==> config.mk <==
export PLATFORM = sky130hd
export DESIGN_NAME = bsam_top
export DESIGN_NICKNAME = d
export VERILOG_FILES = /design/src/design/bsam_pkg.sv /design/src/design/bsam_section_map.sv /design/src/design/bsam_ptr_split.sv /design/src/design/bsam_top.sv
export SDC_FILE = /design/constraint.sdc
export NUM_CORES = 1
export LEC_CHECK = 0
export BUFFER_PORTS_ARGS = -buffer_cell sky130_fd_sc_hd__buf_2
export CAP_MARGIN = 30
export CORE_MARGIN = 2
export CORE_UTILIZATION = 52
export CTS_BUF_LIST = sky130_fd_sc_hd__clkbuf_4 sky130_fd_sc_hd__clkbuf_8
export DETAILED_ROUTE_END_ITERATION = 8
export PLACE_DENSITY = 0.82
export SLEW_MARGIN = 20
export SYNTH_ARGS = -nofsm -noshare
export SYNTH_HDL_FRONTEND = slang
export SYNTH_SLANG_ARGS = --single-unit
==> constraint.sdc <==
create_clock -name pclk -period 2.67 [get_ports pclk]
set_input_delay 0.1335 -clock pclk [delete_from_list [all_inputs] [get_ports pclk]]
set_output_delay 0.1335 -clock pclk [all_outputs]
set_load 0.01 [all_outputs]
==> src/design/bsam_pkg.sv <==
// Constants and types for the boot section address map block
//
// Notes on behaviour
// - Small part: sizes 128..1024 words start 0xF80/0xF00/0xE00/0xC00.
// - Large part: same sizes start 0x1F80..0x1C00; reset vector there.
// - Small part: 0x000-0xBFF readable section, 0xC00-0xFFF halting one.
// - Large part: 0x0000-0x1BFF readable, 0x1C00-0x1FFF halting section.
// - Small part: 12-bit counter, bits 11:5 page, 4:0 word.
// - Small part: page from pointer 12:6, word from pointer 5:1.
// - Large part: 13-bit counter, page pointer 13:7, word 6:1.
// - Counter bit n sits at pointer bit n+1; bit zero unused by erase and write.
// - Page field picks the page that erase or page write acts on.
// - Pointer bits above the page field are ignored.
// - Load reads use pointer bit zero as low/high byte select.
// - Erase or write to readable section sets busy flag, blocks reads.
// - Busy clears on re-enable after programming, or on page load.
package bsam_pkg;

  // Timing: least flash operation time, rounded up to whole cycles
  localparam int unsigned CLK_PERIOD_NS = 40;
  localparam int unsigned PROG_TIME_NS  = 3700000;
  localparam int unsigned PROG_CYCLES   =
    (PROG_TIME_NS + CLK_PERIOD_NS - 1) / CLK_PERIOD_NS;

  // APB register byte offsets
  localparam logic [7:0] OFS_PTR    = 8'h00;
  localparam logic [7:0] OFS_CMD    = 8'h04;
  localparam logic [7:0] OFS_STATUS = 8'h08;
  localparam logic [7:0] OFS_BOUNDS = 8'h0c;
  localparam logic [7:0] OFS_DECODE = 8'h10;

  // Command register bit positions
  localparam int CMD_ERASE_BIT    = 0;
  localparam int CMD_WRITE_BIT    = 1;
  localparam int CMD_LOAD_BIT     = 2;
  localparam int CMD_REENABLE_BIT = 3;

  // Status register bit positions
  localparam int ST_BUSY_BIT   = 0;
  localparam int ST_PROG_BIT   = 1;
  localparam int ST_SEL_LSB    = 2;
  localparam int ST_WIDE_BIT   = 4;
  localparam int ST_CFG_BIT    = 5;

  // Decode and bounds register field positions
  localparam int DEC_WORD_LSB  = 8;
  localparam int DEC_BYTE_BIT  = 14;
  localparam int DEC_RWW_BIT   = 15;
  localparam int BND_END_LSB   = 16;

  // Boot section starts, small part
  localparam logic [12:0] BOOT_S_128  = 13'h0f80;
  localparam logic [12:0] BOOT_S_256  = 13'h0f00;
  localparam logic [12:0] BOOT_S_512  = 13'h0e00;
  localparam logic [12:0] BOOT_S_1024 = 13'h0c00;
  // Boot section starts, large part
  localparam logic [12:0] BOOT_L_128  = 13'h1f80;
  localparam logic [12:0] BOOT_L_256  = 13'h1f00;
  localparam logic [12:0] BOOT_L_512  = 13'h1e00;
  localparam logic [12:0] BOOT_L_1024 = 13'h1c00;
  // First word of the halting section
  localparam logic [12:0] HALT_START_S = 13'h0c00;
  localparam logic [12:0] HALT_START_L = 13'h1c00;

  // Reset values
  localparam logic [15:0] PTR_RST      = 16'h0000;
  localparam logic [1:0]  BOOT_SEL_RST = 2'h3;

  typedef enum logic [0:0]
  {
    BSAM_IDLE = 1'b0,
    BSAM_PROG = 1'b1
  } bsam_state_t;

endpackage

==> src/design/bsam_section_map.sv <==
// Boot size select to boot section bounds
`timescale 1ns/1ns
module bsam_section_map
  import bsam_pkg::*;
(
  input  wire logic        wide,        // Large part selected
  input  wire logic [1:0]  sel,         // Boot size select hi/lo
  output logic      [12:0] boot_start,  // First boot word, reset vector
  output logic      [12:0] app_end,     // Last application word
  output logic      [12:0] halt_start   // First halting-section word
);

  // Table lookup; both parts share one shape
  function automatic logic [12:0] start_of(input logic w,
                                           input logic [1:0] s);
    logic [12:0] r;
    r = 13'h0000;
    unique case (s)
      2'h3: r = w ? BOOT_L_128  : BOOT_S_128;
      2'h2: r = w ? BOOT_L_256  : BOOT_S_256;
      2'h1: r = w ? BOOT_L_512  : BOOT_S_512;
      2'h0: r = w ? BOOT_L_1024 : BOOT_S_1024;
    endcase
    return r;
  endfunction

  // Application ends one word below the boot start
  assign boot_start = start_of(wide, sel);
  assign app_end    = boot_start - 13'h0001;
  assign halt_start = wide ? HALT_START_L : HALT_START_S;

endmodule

==> src/design/bsam_ptr_split.sv <==
// Flash pointer to page, word, byte and section fields
`timescale 1ns/1ns
module bsam_ptr_split
#(
  parameter bit WIDE = 1'b0             // Large part when set
)
(
  input  wire logic [15:0] ptr,         // Flash pointer value
  input  wire logic [12:0] halt_start,  // First halting-section word
  output logic      [12:0] word_addr,   // Word address, counter form
  output logic      [6:0]  page,        // Page field
  output logic      [5:0]  word,        // Word-in-page field
  output logic             byte_hi,     // High byte of the word
  output logic             in_rww       // Address in readable section
);

  // Pointer bit zero is the byte select, so counter bit n is pointer n+1;
  // bits above the counter are dropped
  assign word_addr = WIDE ? ptr[13:1]
                          : {1'b0, ptr[12:1]};
  assign page      = WIDE ? word_addr[12:6] : word_addr[11:5];
  assign word      = WIDE ? word_addr[5:0]  : {1'b0, word_addr[4:0]};
  assign byte_hi   = ptr[0];
  assign in_rww    = word_addr < halt_start;

endmodule

==> src/design/bsam_top.sv <==
// Boot section address map with flash command sequencing, APB slave
//
// The APB register port and the address map were chosen for this implementation.
`timescale 1ns/1ns
module bsam_top
#(
  parameter bit          WIDE      = 1'b0,                  // Large part
  parameter int unsigned PROG_CYC  = bsam_pkg::PROG_CYCLES  // Op length
)
(
  input  wire logic        pclk,             // Core clock, 25 MHz
  input  wire logic        presetn,          // Async reset, active low
  input  wire logic        psel,             // APB select
  input  wire logic        penable,          // APB access phase
  input  wire logic        pwrite,           // APB write
  input  wire logic [7:0]  paddr,            // APB byte address
  input  wire logic [31:0] pwdata,           // APB write data
  output logic      [31:0] prdata,           // APB read data
  output logic             pready,           // APB ready
  output logic             pslverr,          // APB error, unmapped
  input  wire logic        boot_size_sel_hi, // Boot size config, high
  input  wire logic        boot_size_sel_lo, // Boot size config, low
  input  wire logic        rd_req,           // Core load request
  input  wire logic [15:0] rd_ptr,           // Pointer for the load
  output logic             rd_grant,         // Load allowed, pulse
  output logic             rd_blocked,       // Load refused, pulse
  output logic      [12:0] rd_word_addr,     // Word to read
  output logic             rd_byte_hi,       // High byte wanted
  output logic             erase_go,         // Page erase start pulse
  output logic             write_go,         // Page write start pulse
  output logic             load_go,          // Buffer load pulse
  output logic      [6:0]  flash_page,       // Page for erase/write
  output logic      [5:0]  flash_word,       // Buffer word for load
  output logic      [15:0] load_data,        // Buffer word data
  output logic             prog_active,      // Flash busy programming
  output logic             section_busy_flag,// Readable section busy
  output logic      [12:0] boot_vector,      // Boot reset address
  output logic      [12:0] app_end           // Last application word
);
  import bsam_pkg::*;

  // Elaboration check: the run timer is 17 bits wide
  if (PROG_CYC < 1 || PROG_CYC >= 131072)
  begin : g_bad_prog_cyc
    $error("PROG_CYC out of range");
  end
  localparam logic [16:0] PROG_LAST = 17'(PROG_CYC - 1);

  // ------------------------------------------------------------------
  // Registers
  // ------------------------------------------------------------------
  logic [15:0]  ptr_ff, load_data_ff;
  logic [1:0]   boot_sel_ff;
  bsam_state_t  state_ff;
  logic [16:0]  timer_ff;
  logic [31:0]  prdata_ff;
  logic         cfg_taken_ff, busy_ff, pready_ff, pslverr_ff;
  logic         rd_grant_ff, rd_blocked_ff, rd_byte_hi_ff;
  logic         erase_go_ff, write_go_ff, load_go_ff;
  logic [12:0]  rd_word_addr_ff, boot_vector_ff, app_end_ff, halt_start_ff;
  logic [6:0]   flash_page_ff;
  logic [5:0]   flash_word_ff;

  // ------------------------------------------------------------------
  // Address maps
  // ------------------------------------------------------------------
  logic [1:0]  map_sel;
  logic [12:0] map_start, map_end, map_halt;
  // Before capture the live pins feed the table
  assign map_sel = cfg_taken_ff ? boot_sel_ff
                                : {boot_size_sel_hi, boot_size_sel_lo};

  bsam_section_map u_map
  (
    .wide       (WIDE),
    .sel        (map_sel),
    .boot_start (map_start),
    .app_end    (map_end),
    .halt_start (map_halt)
  );

  logic [6:0]  cmd_page;
  logic [5:0]  cmd_word;
  logic        cmd_rww;
  // Store side split of the software pointer
  bsam_ptr_split #(.WIDE(WIDE)) u_cmd_split
  (
    .ptr        (ptr_ff),
    .halt_start (halt_start_ff),
    .word_addr  (),
    .page       (cmd_page),
    .word       (cmd_word),
    .byte_hi    (),
    .in_rww     (cmd_rww)
  );

  logic [12:0] rdq_waddr;
  logic        rdq_byte, rdq_rww;
  // Load side split of the core's pointer
  bsam_ptr_split #(.WIDE(WIDE)) u_rd_split
  (
    .ptr        (rd_ptr),
    .halt_start (halt_start_ff),
    .word_addr  (rdq_waddr),
    .page       (),
    .word       (),
    .byte_hi    (rdq_byte),
    .in_rww     (rdq_rww)
  );

  // ------------------------------------------------------------------
  // APB decode
  // ------------------------------------------------------------------
  logic apb_setup, apb_wr;
  logic hit_ptr, hit_cmd, hit_status, hit_bounds, hit_decode, hit_any;
  // Zero wait states: ready rises in the access cycle
  assign apb_setup  = psel & ~penable;
  assign apb_wr     = psel & penable & pready_ff & pwrite;
  assign hit_ptr    = paddr == OFS_PTR;
  assign hit_cmd    = paddr == OFS_CMD;
  assign hit_status = paddr == OFS_STATUS;
  assign hit_bounds = paddr == OFS_BOUNDS;
  assign hit_decode = paddr == OFS_DECODE;
  assign hit_any    = hit_ptr | hit_cmd | hit_status | hit_bounds |
                      hit_decode;

  logic [31:0] status_word, bounds_word, decode_word, rd_mux;
  // Read views; command register reads as zero
  assign status_word = {26'h0, cfg_taken_ff, WIDE, boot_sel_ff,
                        state_ff == BSAM_PROG, busy_ff};
  assign bounds_word = {3'h0, app_end_ff, 3'h0, boot_vector_ff};
  assign decode_word = {16'h0, cmd_rww, ptr_ff[0], cmd_word,
                        1'b0, cmd_page};
  assign rd_mux = hit_ptr    ? {16'h0, ptr_ff} :
                  hit_status ? status_word :
                  hit_bounds ? bounds_word :
                  hit_decode ? decode_word : 32'h0;

  // ------------------------------------------------------------------
  // Command decode
  // ------------------------------------------------------------------
  logic cmd_wr, idle, start_erase, start_write, start_prog;
  logic do_load, do_reenable, busy_set, busy_clr;
  logic prog_done, nxt_busy;
  // Commands wait for the boot size capture; erase beats write
  assign cmd_wr      = apb_wr & hit_cmd & cfg_taken_ff;
  assign idle        = state_ff == BSAM_IDLE;
  assign start_erase = cmd_wr & idle & pwdata[CMD_ERASE_BIT];
  assign start_write = cmd_wr & idle & ~pwdata[CMD_ERASE_BIT] &
                       pwdata[CMD_WRITE_BIT];
  assign start_prog  = start_erase | start_write;
  // Buffer loads and re-enable are only taken with the flash idle
  assign do_load     = cmd_wr & idle & ~start_prog &
                       pwdata[CMD_LOAD_BIT];
  assign do_reenable = cmd_wr & idle & pwdata[CMD_REENABLE_BIT];
  assign prog_done   = (state_ff == BSAM_PROG) && (timer_ff == 17'h0);

  // Set wins over clear in the same cycle
  assign busy_set = start_prog & cmd_rww;
  assign busy_clr = do_load | do_reenable;
  assign nxt_busy = busy_set | (busy_ff & ~busy_clr);

  // ------------------------------------------------------------------
  // APB response
  // ------------------------------------------------------------------
  always_ff @(posedge pclk or negedge presetn)
  begin
    if (!presetn)
    begin
      pready_ff  <= 1'b0;
      pslverr_ff <= 1'b0;
      prdata_ff  <= 32'h0;
    end
    else
    begin
      pready_ff  <= apb_setup;
      pslverr_ff <= apb_setup & ~hit_any;
      if (apb_setup)
        prdata_ff <= pwrite ? 32'h0 : rd_mux;
    end
  end

  // Pointer register; all 16 bits kept, upper ones ignored by the split
  always_ff @(posedge pclk or negedge presetn)
  begin
    if (!presetn)
      ptr_ff <= PTR_RST;
    else if (apb_wr && hit_ptr)
      ptr_ff <= pwdata[15:0];
  end

  // ------------------------------------------------------------------
  // Boot size capture
  // ------------------------------------------------------------------
  // One capture after release, so bounds cannot move under running code
  always_ff @(posedge pclk or negedge presetn)
  begin
    if (!presetn)
    begin
      cfg_taken_ff   <= 1'b0;
      boot_sel_ff    <= BOOT_SEL_RST;
      boot_vector_ff <= 13'h0;
      app_end_ff     <= 13'h0;
      halt_start_ff  <= 13'h0;
    end
    else if (!cfg_taken_ff)
    begin
      cfg_taken_ff   <= 1'b1;
      boot_sel_ff    <= map_sel;
      boot_vector_ff <= map_start;
      app_end_ff     <= map_end;
      halt_start_ff  <= map_halt;
    end
  end

  // ------------------------------------------------------------------
  // Flash operation sequencer
  // ------------------------------------------------------------------
  // Busy timer models the least programming time
  always_ff @(posedge pclk or negedge presetn)
  begin
    if (!presetn)
    begin
      state_ff <= BSAM_IDLE;
      timer_ff <= 17'h0;
    end
    else
    begin
      unique case (state_ff)
        BSAM_IDLE:
          if (start_prog)
          begin
            state_ff <= BSAM_PROG;
            timer_ff <= PROG_LAST;
          end
        BSAM_PROG:
          if (prog_done)
            state_ff <= BSAM_IDLE;
          else
            timer_ff <= timer_ff - 17'h1;
      endcase
    end
  end

  // Strobes and targets toward the flash array
  always_ff @(posedge pclk or negedge presetn)
  begin
    if (!presetn)
    begin
      erase_go_ff   <= 1'b0;
      write_go_ff   <= 1'b0;
      load_go_ff    <= 1'b0;
      flash_page_ff <= 7'h0;
      flash_word_ff <= 6'h0;
      load_data_ff  <= 16'h0;
      busy_ff       <= 1'b0;
    end
    else
    begin
      erase_go_ff <= start_erase;
      write_go_ff <= start_write;
      load_go_ff  <= do_load;
      busy_ff     <= nxt_busy;
      if (start_prog)
        flash_page_ff <= cmd_page;
      if (do_load)
      begin
        flash_word_ff <= cmd_word;
        load_data_ff  <= pwdata[31:16];
      end
    end
  end

  // ------------------------------------------------------------------
  // Core load path
  // ------------------------------------------------------------------
  // Readable section is fenced while busy; halting section stays open
  always_ff @(posedge pclk or negedge presetn)
  begin
    if (!presetn)
    begin
      rd_grant_ff     <= 1'b0;
      rd_blocked_ff   <= 1'b0;
      rd_word_addr_ff <= 13'h0;
      rd_byte_hi_ff   <= 1'b0;
    end
    else
    begin
      rd_blocked_ff <= rd_req & busy_ff & rdq_rww;
      rd_grant_ff   <= rd_req & ~(busy_ff & rdq_rww);
      if (rd_req)
      begin
        rd_word_addr_ff <= rdq_waddr;
        rd_byte_hi_ff   <= rdq_byte;
      end
    end
  end

  // Outputs
  assign prdata            = prdata_ff;
  assign pready            = pready_ff;
  assign pslverr           = pslverr_ff;
  assign rd_grant          = rd_grant_ff;
  assign rd_blocked        = rd_blocked_ff;
  assign rd_word_addr      = rd_word_addr_ff;
  assign rd_byte_hi        = rd_byte_hi_ff;
  assign erase_go          = erase_go_ff;
  assign write_go          = write_go_ff;
  assign load_go           = load_go_ff;
  assign flash_page        = flash_page_ff;
  assign flash_word        = flash_word_ff;
  assign load_data         = load_data_ff;
  assign prog_active       = state_ff == BSAM_PROG;
  assign section_busy_flag = busy_ff;
  assign boot_vector       = boot_vector_ff;
  assign app_end           = app_end_ff;

  // Helper: length of the last programming run
  logic [16:0] run_len_ff;
  always_ff @(posedge pclk or negedge presetn)
  begin
    if (!presetn)
      run_len_ff <= 17'h0;
    else if (start_prog)
      run_len_ff <= 17'h1;
    else if (state_ff == BSAM_PROG)
      run_len_ff <= run_len_ff + 17'h1;
  end
endmodule

* Yosys cells after proc, flatten, opt, wreduce, memory -nomap -nowiden
Index checks and enable logic that the tools add are counted.
Storage, ports and cells: input bits 64, flip-flop bits (word level) 145, logic and storage cells 88, output and inout port bits 110
Operators by class: muxes and demuxes 13, reduce and logical (&&, ||, !) cells 6, order comparisons 2, bitwise operators 34, equality and inequality tests 9, add/subtract/negate cells 2
Operators by type and width (number):
- $mux 29 | 4
- $pmux 13 s4 | 1
- $mux 17 | 2
- $pmux 17 s2 | 1
- $lt 12x12->1 | 2
- $and 1x1->1 | 20
- $logic_not 17->1 | 1
- $sub 17x1->17 const B | 1
- $eq 8x4->1 const B | 2
- $mux 16 | 1
- $sub 13x1->13 const B | 1
- $eq 8x3->1 const B | 1
- $eq 8x5->1 const B | 1
- $logic_not 8->1 | 1
- $not 1->1 | 7
- $or 1x1->1 | 7
- $eq 2x2->1 const B | 2
- $eq 2x1->1 const B | 1
- $logic_and 1x1->1 | 2
- $logic_not 2->1 | 1
- $mux 1 | 2
- $mux 2 | 1
- $ne 2x1->1 const B | 1
- $ne 2x2->1 const B | 1
- other kinds (2) | 2

* Longest topological paths before layout
Gate-level depths: netlist (run 1).
depth in word-level cells 16, mapped depth 7, depth with buffers taken out 6

* Cells and area by module
A second synthesis (run 1) with hierarchy kept.
Unflattened totals: cells, all modules 680, area total of the unflattened synthesis 7823.8 um^2
Modules (own cells, without submodules):
- bsam_top | area each 6546.3 um^2, cells an instance 503, instances 1, seq. area each 3906.2 um^2
- bsam_ptr_split (u_cmd_split) | area each 496.7 um^2, cells an instance 68, instances 1, seq. area each 0.0 um^2
- bsam_ptr_split (u_rd_split) | area each 491.7 um^2, cells an instance 68, instances 1, seq. area each 0.0 um^2
- bsam_section_map | area each 289.0 um^2, cells an instance 41, instances 1, seq. area each 0.0 um^2

* Worst setup path after synthesis (run 1)
Ideal clock, no wire load.
path type register to register, from reg state_ff, in the netlist prog_active, to reg timer_ff[10], period minus slack after synthesis 2.069 ns, stages on the path, launching flop included 7, setup slack 0.601 ns, arrival 1.935 ns, setup time 0.134 ns, cell sequence dfrtp_1 -> or4bb_1 -> or4_1 -> buf_2 -> buf_6 -> o21ai_0 -> mux2i_1
On the way: cells in the longest elaborated chain, start to end 7
RTL lines:
- from (decl) | RTL line bsam_top.sv:54 | bsam_state_t state_ff;
- from (signal assigned) | RTL line bsam_top.sv:224 | state_ff <= BSAM_IDLE;
- from (signal assigned) | RTL line bsam_top.sv:233 | state_ff <= BSAM_PROG;
- from (signal assigned) | RTL line bsam_top.sv:238 | state_ff <= BSAM_IDLE;
- $not 1->1
- $and 1x1->1 | RTL line bsam_top.sv:148, bsam_top.sv:149
- $and 1x1->1 (2 in a row) | RTL line bsam_top.sv:149 | assign start_write = cmd_wr & idle & ~pwdata[CMD_ERASE_BIT] &
- $or 1x1->1 | RTL line bsam_top.sv:151 | assign start_prog = start_erase | start_write;
- $ne 2x1->1 (no line)
- $reduce_and 2->1 (no line)
- to (signal assigned) | RTL line bsam_top.sv:240 | timer_ff <= timer_ff - 17'h1;
- to (decl) | RTL line bsam_top.sv:55 | logic [16:0] timer_ff;
Several ways; a longest one is shown, not always the timed one. A chain may end at the register's enable or synchronous reset.

* Worst setup path in the final report (run 1)
from reg state_ff, in the netlist prog_active, to reg flash_page_ff[6], in the netlist flash_page[6]
On the way: cells in the longest elaborated chain, start to end 5
RTL lines:
- $not 1->1 *
- $and 1x1->1 * | RTL line bsam_top.sv:148, bsam_top.sv:149
- $and 1x1->1 (2 in a row) | RTL line bsam_top.sv:149
- $or 1x1->1 * | RTL line bsam_top.sv:151
- to (signal assigned) | RTL line bsam_top.sv:265 | flash_page_ff <= cmd_page;
- to (decl) | RTL line bsam_top.sv:61 | logic [6:0] flash_page_ff;
Every way passes the cells marked *; elsewhere a longest branch is shown, timed or not.

==> impl_results.md, run 1 <==
* Status: complete, no violations
* Site Rows at 36
* Comb pwr share at 8.4%
* DP Wirelength at 8920 um
* Max_slew headroom at 37.4%
* WP data arrival at 2.54 ns
* Switching pwr at 0.000873 W
* Netlist cell types at 54
* Pin count of the biggest net entering global routing at 78
* Mapped Area at 5250 um2
* Gr ovfl total at 0
* Crit start category: register
* Drt wl/cell at 18.8 um
* Routability congestion estimate at 0.835
* Clock share of power at 42.3%
* Flop pwr share at 49.3%
* Mapped Cells at 446
* Post-CTS Setup Bufs at 0
* Pwr dens at 530 nW/um2
* Worst Skew at 0.0207 ns
* RSZ-0062 raised after global routing: no
* Die area at 10,900 um2
* Switch share at 24.0%
* Most frequent cells in the layout: buf_2, dfrtp_1, mux2_2, dlygate4sd3_1, o21ai_0
* Final hold slack at 0.0960 ns
* Final setup violation count at 0
* Most common cell after layout, fill and taps aside: buf_2
* Worst hold path depth at 3
* Remaining antenna violation count at 0
* Tmin final at 2.23 ns
* Layout cell share with drive strength beyond 1 at 40.7%
* Pwr Total at 0.00363 W
* Highest Clock Rate at 448 MHz
* Hold Startpoint: paddr[4]
* Area delta synth->final at 30.5%
* Top Ports at 174
* DRT iter0 DRCs at 333
* Final hold vios at 0
* Vias in the first global route at 4,618
* Worst Path Buf+Inv at 0
* DRC at 0
* IO buf count at 155
* Depth of the worst register-to-register path at 4
* GRT Util Overall at 28.1%
* CTS buffer count at 17
* Antenna violations before repair at 0
* Setup TNS at 0 ns
* Top post-synthesis cells by area: dfrtp_1, mux2_2, buf_4, o21ai_0, a21oi_1
* Post-synth EDFFs at 0
* H-Tree Depth at 4
* Delay of the slowest critical-path stage at 0.62 ns
* Crit. End Element: register
* Initial Util at 53.7%
* Via density at 5.66
* Max Transition Viols Final at 0
* Filler Cells Inserted at 673
* Tightest Pin Transition at 0.940 ns
* Worst flop-to-flop path endpoint: flash_page[6]
* Die Y at 104 um
* R2R setup slack at 0.44 ns
* Async set-reset flop share out of synthesis at 100%
* Post-synth top area share at 53.4%
* Worst setup margin at 0.440 ns
* Cell family with most CP delay: simple AND/OR/NAND/NOR gates
* CTS max path bufs at 2
* Global-route wire length before repair at 24,000 um
* Critical Path RT at 2.98 ns
* Avg Synthesized Cell Area at 11.8 um2
* Crit path max fanout at 10
* Worst-skew pair later-pin latency at 0.44 ns
* Max Cap Violations at 0
* Antenna diode count at 0
* CTS tree: built
* Main synth FF type: dfrtp_1
* Post-synth top area cell: dfrtp_1
* Leakage at 3.44 nW
* VDD IR-drop max at 377 uV
* Flops & latches, synth at 114
* Hold crit path type: input port to register
* Synth warn at 0
* Internal at 0.00276 W
* Fin crit share at 83.5%
* CTS Root Cell: clkbuf_8
* Die W at 104 um
* Register area share after synthesis at 54.4%
* Clock sink total at 114
* Crit Path Class: register to register
* Pre-CTS setup slack at 0.393 ns
* Crit path max-delay cell type: or4bb_1
* Total number of vias at 4,457
* Count of nets after finishing at 708
* Routed wire length at 14,800 um
* R2R Path Start: prog_active
* Pre-antenna DRT Iters at 5
* Core box area at 9770 um2
* Critical-path cell list: or4bb_1 > nor4_4 > nand2_1 > mux2_2
* Final core occ at 70.1%
* Clock transition at path regs at 0.07 ns
* Hold Path Sink: pslverr
==> stage by stage <==
step           cell area (um2)  instances
2_1_floorplan             5300        460
3_3_place_gp              5990        707
3_5_place_dp              5990        707
4_1_cts                   6850        787
5_1_grt                   6850        787
6_report                  6850        787
==> worst register-to-register path: stages, from the launching register on <==
cell	delay, ns
dfrtp_1	0.39
or4bb_1	0.62
nor4_4	0.32
nand2_1	0.37
mux2_2	0.41
==> area by class of cell <==
type / count / area (um2) / share of cell area, %
Timing Repair Buffer: 214 / 1350 / 19.8
Inverter: 12 / 45.0 / 0.658
Tap cell: 133 / 166 / 2.43
Clock buffer: 25 / 313 / 4.57
Multi-Input combinational cell: 282 / 2050 / 30.0
Sequential cell: 114 / 2860 / 41.7
Clock inverter: 7 / 62.6 / 0.913
==> cell usage after synthesis (7+ instances only) <==
master	instances
a22o_1	7
nand2_1	24
mux2_2	53
nand3_1	9
mux2i_1	9
nor2b_1	8
and2_1	9
dfrtp_1	112
o21ai_0	28
buf_4	32
inv_1	12
a21oi_1	19
clkbuf_1	14
nor2_1	13
==> logic make-up (layout without fill, tap and decap cells) <==
| group | after synthesis | count (layout) | synth area share, % |
|---|---|---|---|
| fa+ha+maj | 3 | 3 | 0.715 |
| mux | 62 | 62 | 13.1 |
| other cells | 2 | 16 | 0.143 |
| buf+inv | 64 | 258 | 7.46 |
| flops | 114 | 114 | 54.4 |
| simple gates | 116 | 116 | 13.4 |
| compound gates | 85 | 85 | 10.8 |
==> routing by layer <==
layer,up-vias,global-route usage (%),routed length (um)
met3,38,6.52,1240
met2,290,49.7,7750
met5,-,0,0
met4,0,12.9,461
li1,1949,-,-
met1,2180,32.3,5340
==> what timing repair did <==
action | 4_1_cts | 5_1_grt
hold buffers | 48 | 0
endpoints found under the setup margin | 0 | 0
gates resized for setup | 0 | 0
hold endpoints to repair | 85 | 0
==> power by group through the flow <==
stage          clock network, W  registers, W  logic, W
2_1_floorplan                 0       0.00183  0.000104
3_3_place_gp                  0       0.00181  0.000231
3_5_place_dp                  0       0.00182  0.000237
4_1_cts                 0.00152       0.00179  0.000293
5_1_grt                 0.00163       0.00179  0.000330
6_report                0.00154       0.00179  0.000304
==> registers in the layout, indices dropped and copies added (netlist names), 2 cells and up <==
register and count:
prdata 21, timer_ff 17, load_data 16, ptr_ff 16
rd_word_addr 12, flash_page 7, flash_word 5, boot_vector 4
app_end 3, boot_sel_ff 2
==> how the worst max path moves through the flow <==
stage / startpoint / to / slack (ns) / cells past startpoint
final: prog_active / flash_page[6] / 0.44 / 4
after global routing: timer_ff[0] / timer_ff[0] / 0.26 / 7
after CTS: timer_ff[0] / timer_ff[0] / 0.48 / 7
after detailed placement: paddr[4] / load_data[15] / 0.39 / 6
after global placement: paddr[4] / load_data[13] / 0.43 / 6
after floorplan: prog_active / timer_ff[10] / 0.60 / 6
Note: power is estimated with default switching activity, not from simulation.
==> run 2: changes to the inputs <==
- CORE_UTILIZATION: 52 -> 47
- PLACE_DENSITY: 0.82 -> 0.78
- clock period: 2.67 -> 1.95 ns (I/O delays scaled with it)
==> impl_results.md, run 2 (synthesized netlist as in run 1, its figures left out) <==
* Switching pwr at 0.00121 W (was 0.000873 W)
* Routed wire length at 15,500 um (was 14,800 um)
* Flop pwr share at 46.9% (was 49.3%)
* Vias in the first global route at 4,489 (was 4,618)
* H-Tree Depth at 4 (unchanged)
* CTS buffer count at 17 (unchanged)
* Worst Path Buf+Inv at 1 (was 0)
* Switch share at 23.2% (was 24.0%)
* CTS tree: built (unchanged)
* Core box area at 10,900 um2 (was 9770 um2)
* Via density at 5.39 (was 5.66)
* Depth of the worst register-to-register path at 5 (was 4)
* Register Area at 2860 um2 (unchanged)
* RSZ-0062 raised after global routing: yes (was no)
* Clock sink total at 114 (unchanged)
* Pwr dens at 706 nW/um2 (was 530 nW/um2)
* Final core occ at 67.9% (was 70.1%)
* Internal at 0.00401 W (was 0.00276 W)
* Max reg flops at 21 (unchanged)
* Worst flop-to-flop path endpoint: timer_ff[12] (was flash_page[6])
* Crit. End Element: register (unchanged)
* CTS max path bufs at 2 (unchanged)
* Tmin final at 2.00 ns (was 2.23 ns)
* Crit path max fanout at 6 (was 10)
* Worst hold path depth at 3 (unchanged)
* Antenna violations before repair at 1 (was 0)
* Most frequent cells in the layout: buf_2, dfrtp_1, dlygate4sd3_1, buf_4, mux2_2 (was buf_2, dfrtp_1, mux2_2, dlygate4sd3_1, o21ai_0)
* Antenna diode count at 0 (unchanged)
* Gr ovfl total at 0 (unchanged)
* DP Wirelength at 9780 um (was 8920 um)
* Remaining antenna violation count at 0 (unchanged)
* CTS Root Cell: clkbuf_8 (unchanged)
* Failing checks: negative setup slack
* WP data arrival at 2.31 ns (was 2.54 ns)
* Crit path max-delay cell type: or4bb_4 (was or4bb_1)
* Final hold slack at 0.0666 ns (was 0.0960 ns)
* Multi-input gate area at 2210 um2 (was 2050 um2)
* Status: finished, violations left (was complete, no violations)
* Max Transition Viols Final at 0 (unchanged)
* Filler Cells Inserted at 784 (was 673)
* DRC at 0 (unchanged)
* VDD IR-drop max at 543 uV (was 377 uV)
* Crit Path Class: register to register (unchanged)
* Site Rows at 38 (was 36)
* Critical Path RT at 2.26 ns (was 2.98 ns)
* Clock share of power at 44.7% (was 42.3%)
* R2R setup slack at -0.05 ns (was 0.44 ns)
* Final setup violation count at 26 (was 0)
* Count of nets after finishing at 742 (was 708)
* GRT Util Overall at 25.7% (was 28.1%)
* Die Y at 110 um (was 104 um)
* Area delta synth->final at 40.9% (was 30.5%)
* Most common cell after layout, fill and taps aside: buf_2 (unchanged)
* Worst-skew pair later-pin latency at 0.44 ns (about the same)
* Post-route insts no fill at 828 (was 787)
* Total number of vias at 4,461 (was 4,457)
* Top Ports at 174 (unchanged)
* Tightest Pin Transition at 0.721 ns (was 0.940 ns)
* Clock transition at path regs at 0.07 ns (about the same)
* Delay of the slowest critical-path stage at 0.57 ns (was 0.62 ns)
* DP Cell Count at 741 (was 707)
* Final hold vios at 0 (unchanged)
* Max Cap Violations at 0 (unchanged)
* Leakage at 3.70 nW (was 3.44 nW)
* Crit start category: register (unchanged)
* Comb pwr share at 8.4% (about the same)
* Hold Startpoint: pwrite (was paddr[4])
* DRT iter0 DRCs at 281 (was 333)
* Highest Clock Rate at 499 MHz (was 448 MHz)
* Fin crit share at 103% (was 83.5%)
* Die W at 110 um (was 104 um)
* R2R Path Start: prog_active (unchanged)
* Worst setup margin at -0.0523 ns (was 0.440 ns)
* Worst Skew at 0.00992 ns (was 0.0207 ns)
* Pin count of the biggest net entering global routing at 56 (was 78)
* IO buf count at 155 (unchanged)
* Critical-path cell list: or4bb_4 > or4_4 > buf_12 > o21ai_2 > mux2i_1 (was or4bb_1 > nor4_4 > nand2_1 > mux2_2)
* Die area at 12,000 um2 (was 10,900 um2)
* Max_slew headroom at 52.0% (was 37.4%)
* Cell family with most CP delay: simple AND/OR/NAND/NOR gates (unchanged)
* Hold crit path type: input port to register (unchanged)
* Global-route wire length before repair at 23,000 um (was 24,000 um)
* Layout cell share with drive strength beyond 1 at 45.5% (was 40.7%)
* Pre-antenna DRT Iters at 6 (was 5)
* Initial Util at 48.2% (was 53.7%)
* Hold Path Sink: prdata[7] (was pslverr)
* Drt wl/cell at 18.7 um (was 18.8 um)
* Routability congestion estimate at 0.851 (was 0.835)
==> run 2: changes by cell type in the layout (fill, tap and decap cells not counted), sizes merged <==
cell         before  now
clkbuf           25   24
bufinv            1    3
dlygate4sd3      48   49
buf             166  196
clkinv            5    6
or4               4    5
==> run 2: per-stage QoR <==
step	setup WS [ns]	area [um2]	power [W]	TNS [ns]
after floorplan	-0.0636	5320	0.00265	-0.408
after global routing	-0.0901	7390	0.00540	-0.863
after global placement	-0.0608	6240	0.00282	-2.55
after detailed placement	-0.112	6240	0.00283	-4.19
after CTS	-0.0251	7200	0.00523	-0.152
final	-0.0523	7390	0.00522	-0.482
==> run 2: layout make-up <==
| cell class | count | area share (%) |
|---|---|---|
| multi-input cells | 283 | 29.9 |
| clock inverters | 10 | 1.78 |
| well taps | 140 | 2.37 |
| clock buffers | 22 | 3.93 |
| repair buffers | 247 | 22.8 |
| flip-flops and latches | 114 | 38.6 |
| inverters | 12 | 0.609 |
==> run 2: worst max path at each step <==
stage	to	start	depth (start not counted)	slack, ns
floorplan	timer_ff[10]	prog_active	6	-0.06
global placement	ptr_ff[11]	paddr[1]	7	-0.06
detailed placement	load_data[15]	paddr[1]	6	-0.11
CTS	timer_ff[12]	prog_active	5	-0.03
global route	timer_ff[12]	prog_active	5	-0.09
finish	timer_ff[12]	prog_active	5	-0.05
==> run 2: routing by layer <==
layer | global-route usage (%) | part of all wire [%]
met5 | 0 | 0
met4 | 10.0 | 2.8
met3 | 7.65 | 6.4
met2 | 43.9 | 51
met1 | 30.5 | 40
==> run 2: power by group through the flow <==
stage                     registers (W)  clock network (W)  logic [W]
after floorplan                 0.00251                  0   0.000143
after global placement          0.00249                  0   0.000335
after detailed placement        0.00249                  0   0.000346
after CTS                       0.00245            0.00236   0.000427
after global routing            0.00245            0.00246   0.000481
final                           0.00245            0.00233   0.000441
==> run 2: repair_timing <==
item	in CTS	in global routing
hold endpoints to repair	104	0
gates cloned	1	3
gates resized for setup	21	28
endpoints found under the setup margin	11	42
hold buffers	49	0
pin swaps	8	3
setup buffers	0	2
==> run 2: worst reg2reg max path: cells and delay by family, from the launching register on <==
family | cells | cell delay, ns
AND/OR/NAND/NOR | 2 | 1.10
flip-flops | 1 | 0.40
buffers and inverters | 1 | 0.18
AO/OA/AOI/OAI | 1 | 0.11
multiplexers | 1 | 0.08
==> run 3: changes to the inputs <==
- CORE_UTILIZATION: 47 -> 51
- PLACE_DENSITY: 0.78 -> 0.79
- SYNTH_HIERARCHICAL: not set -> 1
==> impl_results.md, run 3 <==
* Final core occ at 65.2% (was 67.9%)
* Switch share at 24.6% (was 23.2%)
* Tmin final at 1.87 ns (was 2.00 ns)
* Flop pwr share at 51.7% (was 46.9%)
* Delay of the slowest critical-path stage at 0.47 ns (was 0.57 ns)
* Most common cell after layout, fill and taps aside: buf_2 (unchanged)
* Worst Skew at 0.0116 ns (was 0.00992 ns)
* Site Rows at 44 (was 38)
* Crit Path Class: register to register (unchanged)
* Mapped Cells at 653 (was 446)
* Pwr dens at 703 nW/um2 (was 706 nW/um2)
* Max_slew headroom at 65.0% (was 52.0%)
* Final setup violation count at 0 (was 26)
* Mapped Area at 7620 um2 (was 5250 um2)
* Multi-input gate area at 3160 um2 (was 2210 um2)
* Count of nets after finishing at 950 (was 742)
* Total number of vias at 5,561 (was 4,461)
* Leakage at 4.85 nW (was 3.70 nW)
* Worst Path Buf+Inv at 1 (unchanged)
* Placed Area at 8550 um2 (was 6240 um2)
* Internal at 0.00504 W (was 0.00401 W)
* RSZ-0062 raised after global routing: yes (unchanged)
* Avg Synthesized Cell Area at 11.7 um2 (was 11.8 um2)
* DP Cell Count at 979 (was 741)
* Levels on crit path at 7 (was 5)
* Worst hold path depth at 3 (unchanged)
* Clock transition at path regs at 0.09 ns (was 0.07 ns)
* Final hold vios at 0 (unchanged)
* IO buf count at 167 (was 155)
* CTS buffer count at 17 (unchanged)
* VDD IR-drop max at 560 uV (was 543 uV)
* Highest Clock Rate at 534 MHz (was 499 MHz)
* CTS max path bufs at 2 (unchanged)
* Drt wl/cell at 17.3 um (was 18.7 um)
* Crit path max-delay cell type: or4b_4 (was or4bb_4)
* Worst-skew pair later-pin latency at 0.45 ns (was 0.44 ns)
* Cell family with most CP delay: simple AND/OR/NAND/NOR gates (unchanged)
* Vias in the first global route at 5,772 (was 4,489)
* Crit. Startpoint: timer_ff[1] (was prog_active)
* Max Cap Violations at 0 (unchanged)
* CTS Root Cell: clkbuf_8 (unchanged)
* Die Y at 126 um (was 110 um)
* Hold Startpoint: pwrite (unchanged)
* Post-route insts no fill at 1,058 (was 828)
* Top Ports at 174 (unchanged)
* Core box area at 14,600 um2 (was 10,900 um2)
* Crit. End Element: register (unchanged)
* Filler Cells Inserted at 1,102 (was 784)
* Crit start category: register (unchanged)
* Antenna diode count at 0 (unchanged)
* Clock sink total at 156 (was 114)
* Critical Path RT at 2.33 ns (was 2.26 ns)
* Crit path max fanout at 3 (was 6)
* Antenna violations before repair at 0 (was 1)
* Via density at 5.26 (was 5.39)
* Switching pwr at 0.00164 W (was 0.00121 W)
* GRT Util Overall at 23.5% (was 25.7%)
* Comb pwr share at 11.6% (was 8.4%)
* Hold crit path type: input port to register (unchanged)
* Most frequent cells in the layout: buf_2, dfrtp_1, mux2_2, dlygate4sd3_1, nand2_1 (was buf_2, dfrtp_1, dlygate4sd3_1, buf_4, mux2_2)
* Die W at 126 um (was 110 um)
* Die area at 15,900 um2 (was 12,000 um2)
* R2R Path Start: timer_ff[1] (was prog_active)
* Global-route wire length before repair at 29,500 um (was 23,000 um)
* Area delta synth->final at 24.7% (was 40.9%)
* Critical-path cell list: inv_2 > ha_4 > or4b_4 > a311oi_4 > nand2_1 > xor2_1 > nor2_1 (was or4bb_4 > or4_4 > buf_12 > o21ai_2 > mux2i_1)
* R2R setup slack at 0.08 ns (was -0.05 ns)
* Register Area at 3910 um2 (was 2860 um2)
* Clock share of power at 36.7% (was 44.7%)
* Layout cell share with drive strength beyond 1 at 39.1% (was 45.5%)
* DRC at 0 (unchanged)
* DRT iter0 DRCs at 396 (was 281)
* Tightest Pin Transition at 0.523 ns (was 0.721 ns)
* Initial Util at 52.2% (was 48.2%)
* DP Wirelength at 12,700 um (was 9780 um)
* Pre-antenna DRT Iters at 5 (was 6)
* CTS tree: built (unchanged)
* Synth warn at 6 (was 0)
* Post-route cell area at 9510 um2 (was 7390 um2)
* Fin crit share at 96.0% (was 103%)
* Max Transition Viols Final at 0 (unchanged)
* H-Tree Depth at 4 (unchanged)
* WP data arrival at 2.25 ns (was 2.31 ns)
* Routed wire length at 18,300 um (was 15,500 um)
* Status: complete, no violations (was finished, violations left)
* Pin count of the biggest net entering global routing at 51 (was 56)
* Routability congestion estimate at 0.845 (was 0.851)
* Depth of the worst register-to-register path at 7 (was 5)
* Remaining antenna violation count at 0 (unchanged)
* Gr ovfl total at 0 (unchanged)
* Max reg flops at 29 (was 21)
run 3: layer usage:
metal  routed length (um)  vias to the layer above  GRT usage [%]
met5                    0                        -              0
met4                  398                        0           8.02
met3                 1230                       34           6.92
met2                 8980                      214           38.8
met1                 7730                     2722           29.6
li1                     -                     2591              -
run 3: path summary, 6_finish.rpt:
kind	to
min	prdata[9]
max in group asynchronous	halt_start_ff[11]
max	timer_ff[10]
max reg2reg	timer_ff[10]
min in group asynchronous	flash_page[6]
min reg2reg	prdata[11]
run 3: power by group through the flow:
stage | clock network (W) | logic (W) | registers (W)
finish | 0.00245 | 0.000776 | 0.00346
global route | 0.00264 | 0.000856 | 0.00348
CTS | 0.00249 | 0.000770 | 0.00346
detailed placement | 0 | 0.000689 | 0.00352
global placement | 0 | 0.000667 | 0.00351
floorplan | 0 | 0.000398 | 0.00354
run 3: worst register-to-register path: cells and delay by family (launching register included):
family                     cells  cell delay, ns
and+or+nand+nor                3            0.67
DFF                            1            0.41
AOI/OAI and AO/OA              1            0.35
xor gates and xnor gates       1            0.15
adders and majority gates      1            0.14
buffers and inverters          1            0.08
run 3: timing repair:
action	4_1_cts	5_1_grt
setup buffers	0	0
endpoints found under the hold margin	203	0
hold buffers	49	0
endpoints found under the setup margin	3	12
gates resized for setup	3	11
pin swaps	1	5
run 3: cell type report:
| type | instances | share of cell area [%] |
|---|---|---|
| Clock inverter | 7 | 0.921 |
| Multi-Input combinational cell | 402 | 33.2 |
| Clock buffer | 23 | 3.26 |
| Inverter | 35 | 1.38 |
| Sequential cell | 156 | 41.1 |
| Timing Repair Buffer | 251 | 17.7 |
| Tap cell | 184 | 2.42 |
run 3: stage by stage:
step | power (W) | hold slack (ns) | TNS [ns] | setup slack [ns]
after floorplan | 0.00394 | -0.198 | -0.00986 | -0.00986
after global placement | 0.00418 | 0.0129 | -0.0340 | -0.0184
after detailed placement | 0.00421 | 0.0215 | -0.150 | -0.0815
after CTS | 0.00672 | 0.0118 | 0 | 0.0262
after global routing | 0.00698 | 0.0350 | -0.0270 | -0.0183
final | 0.00669 | 0.0389 | 0 | 0.0773
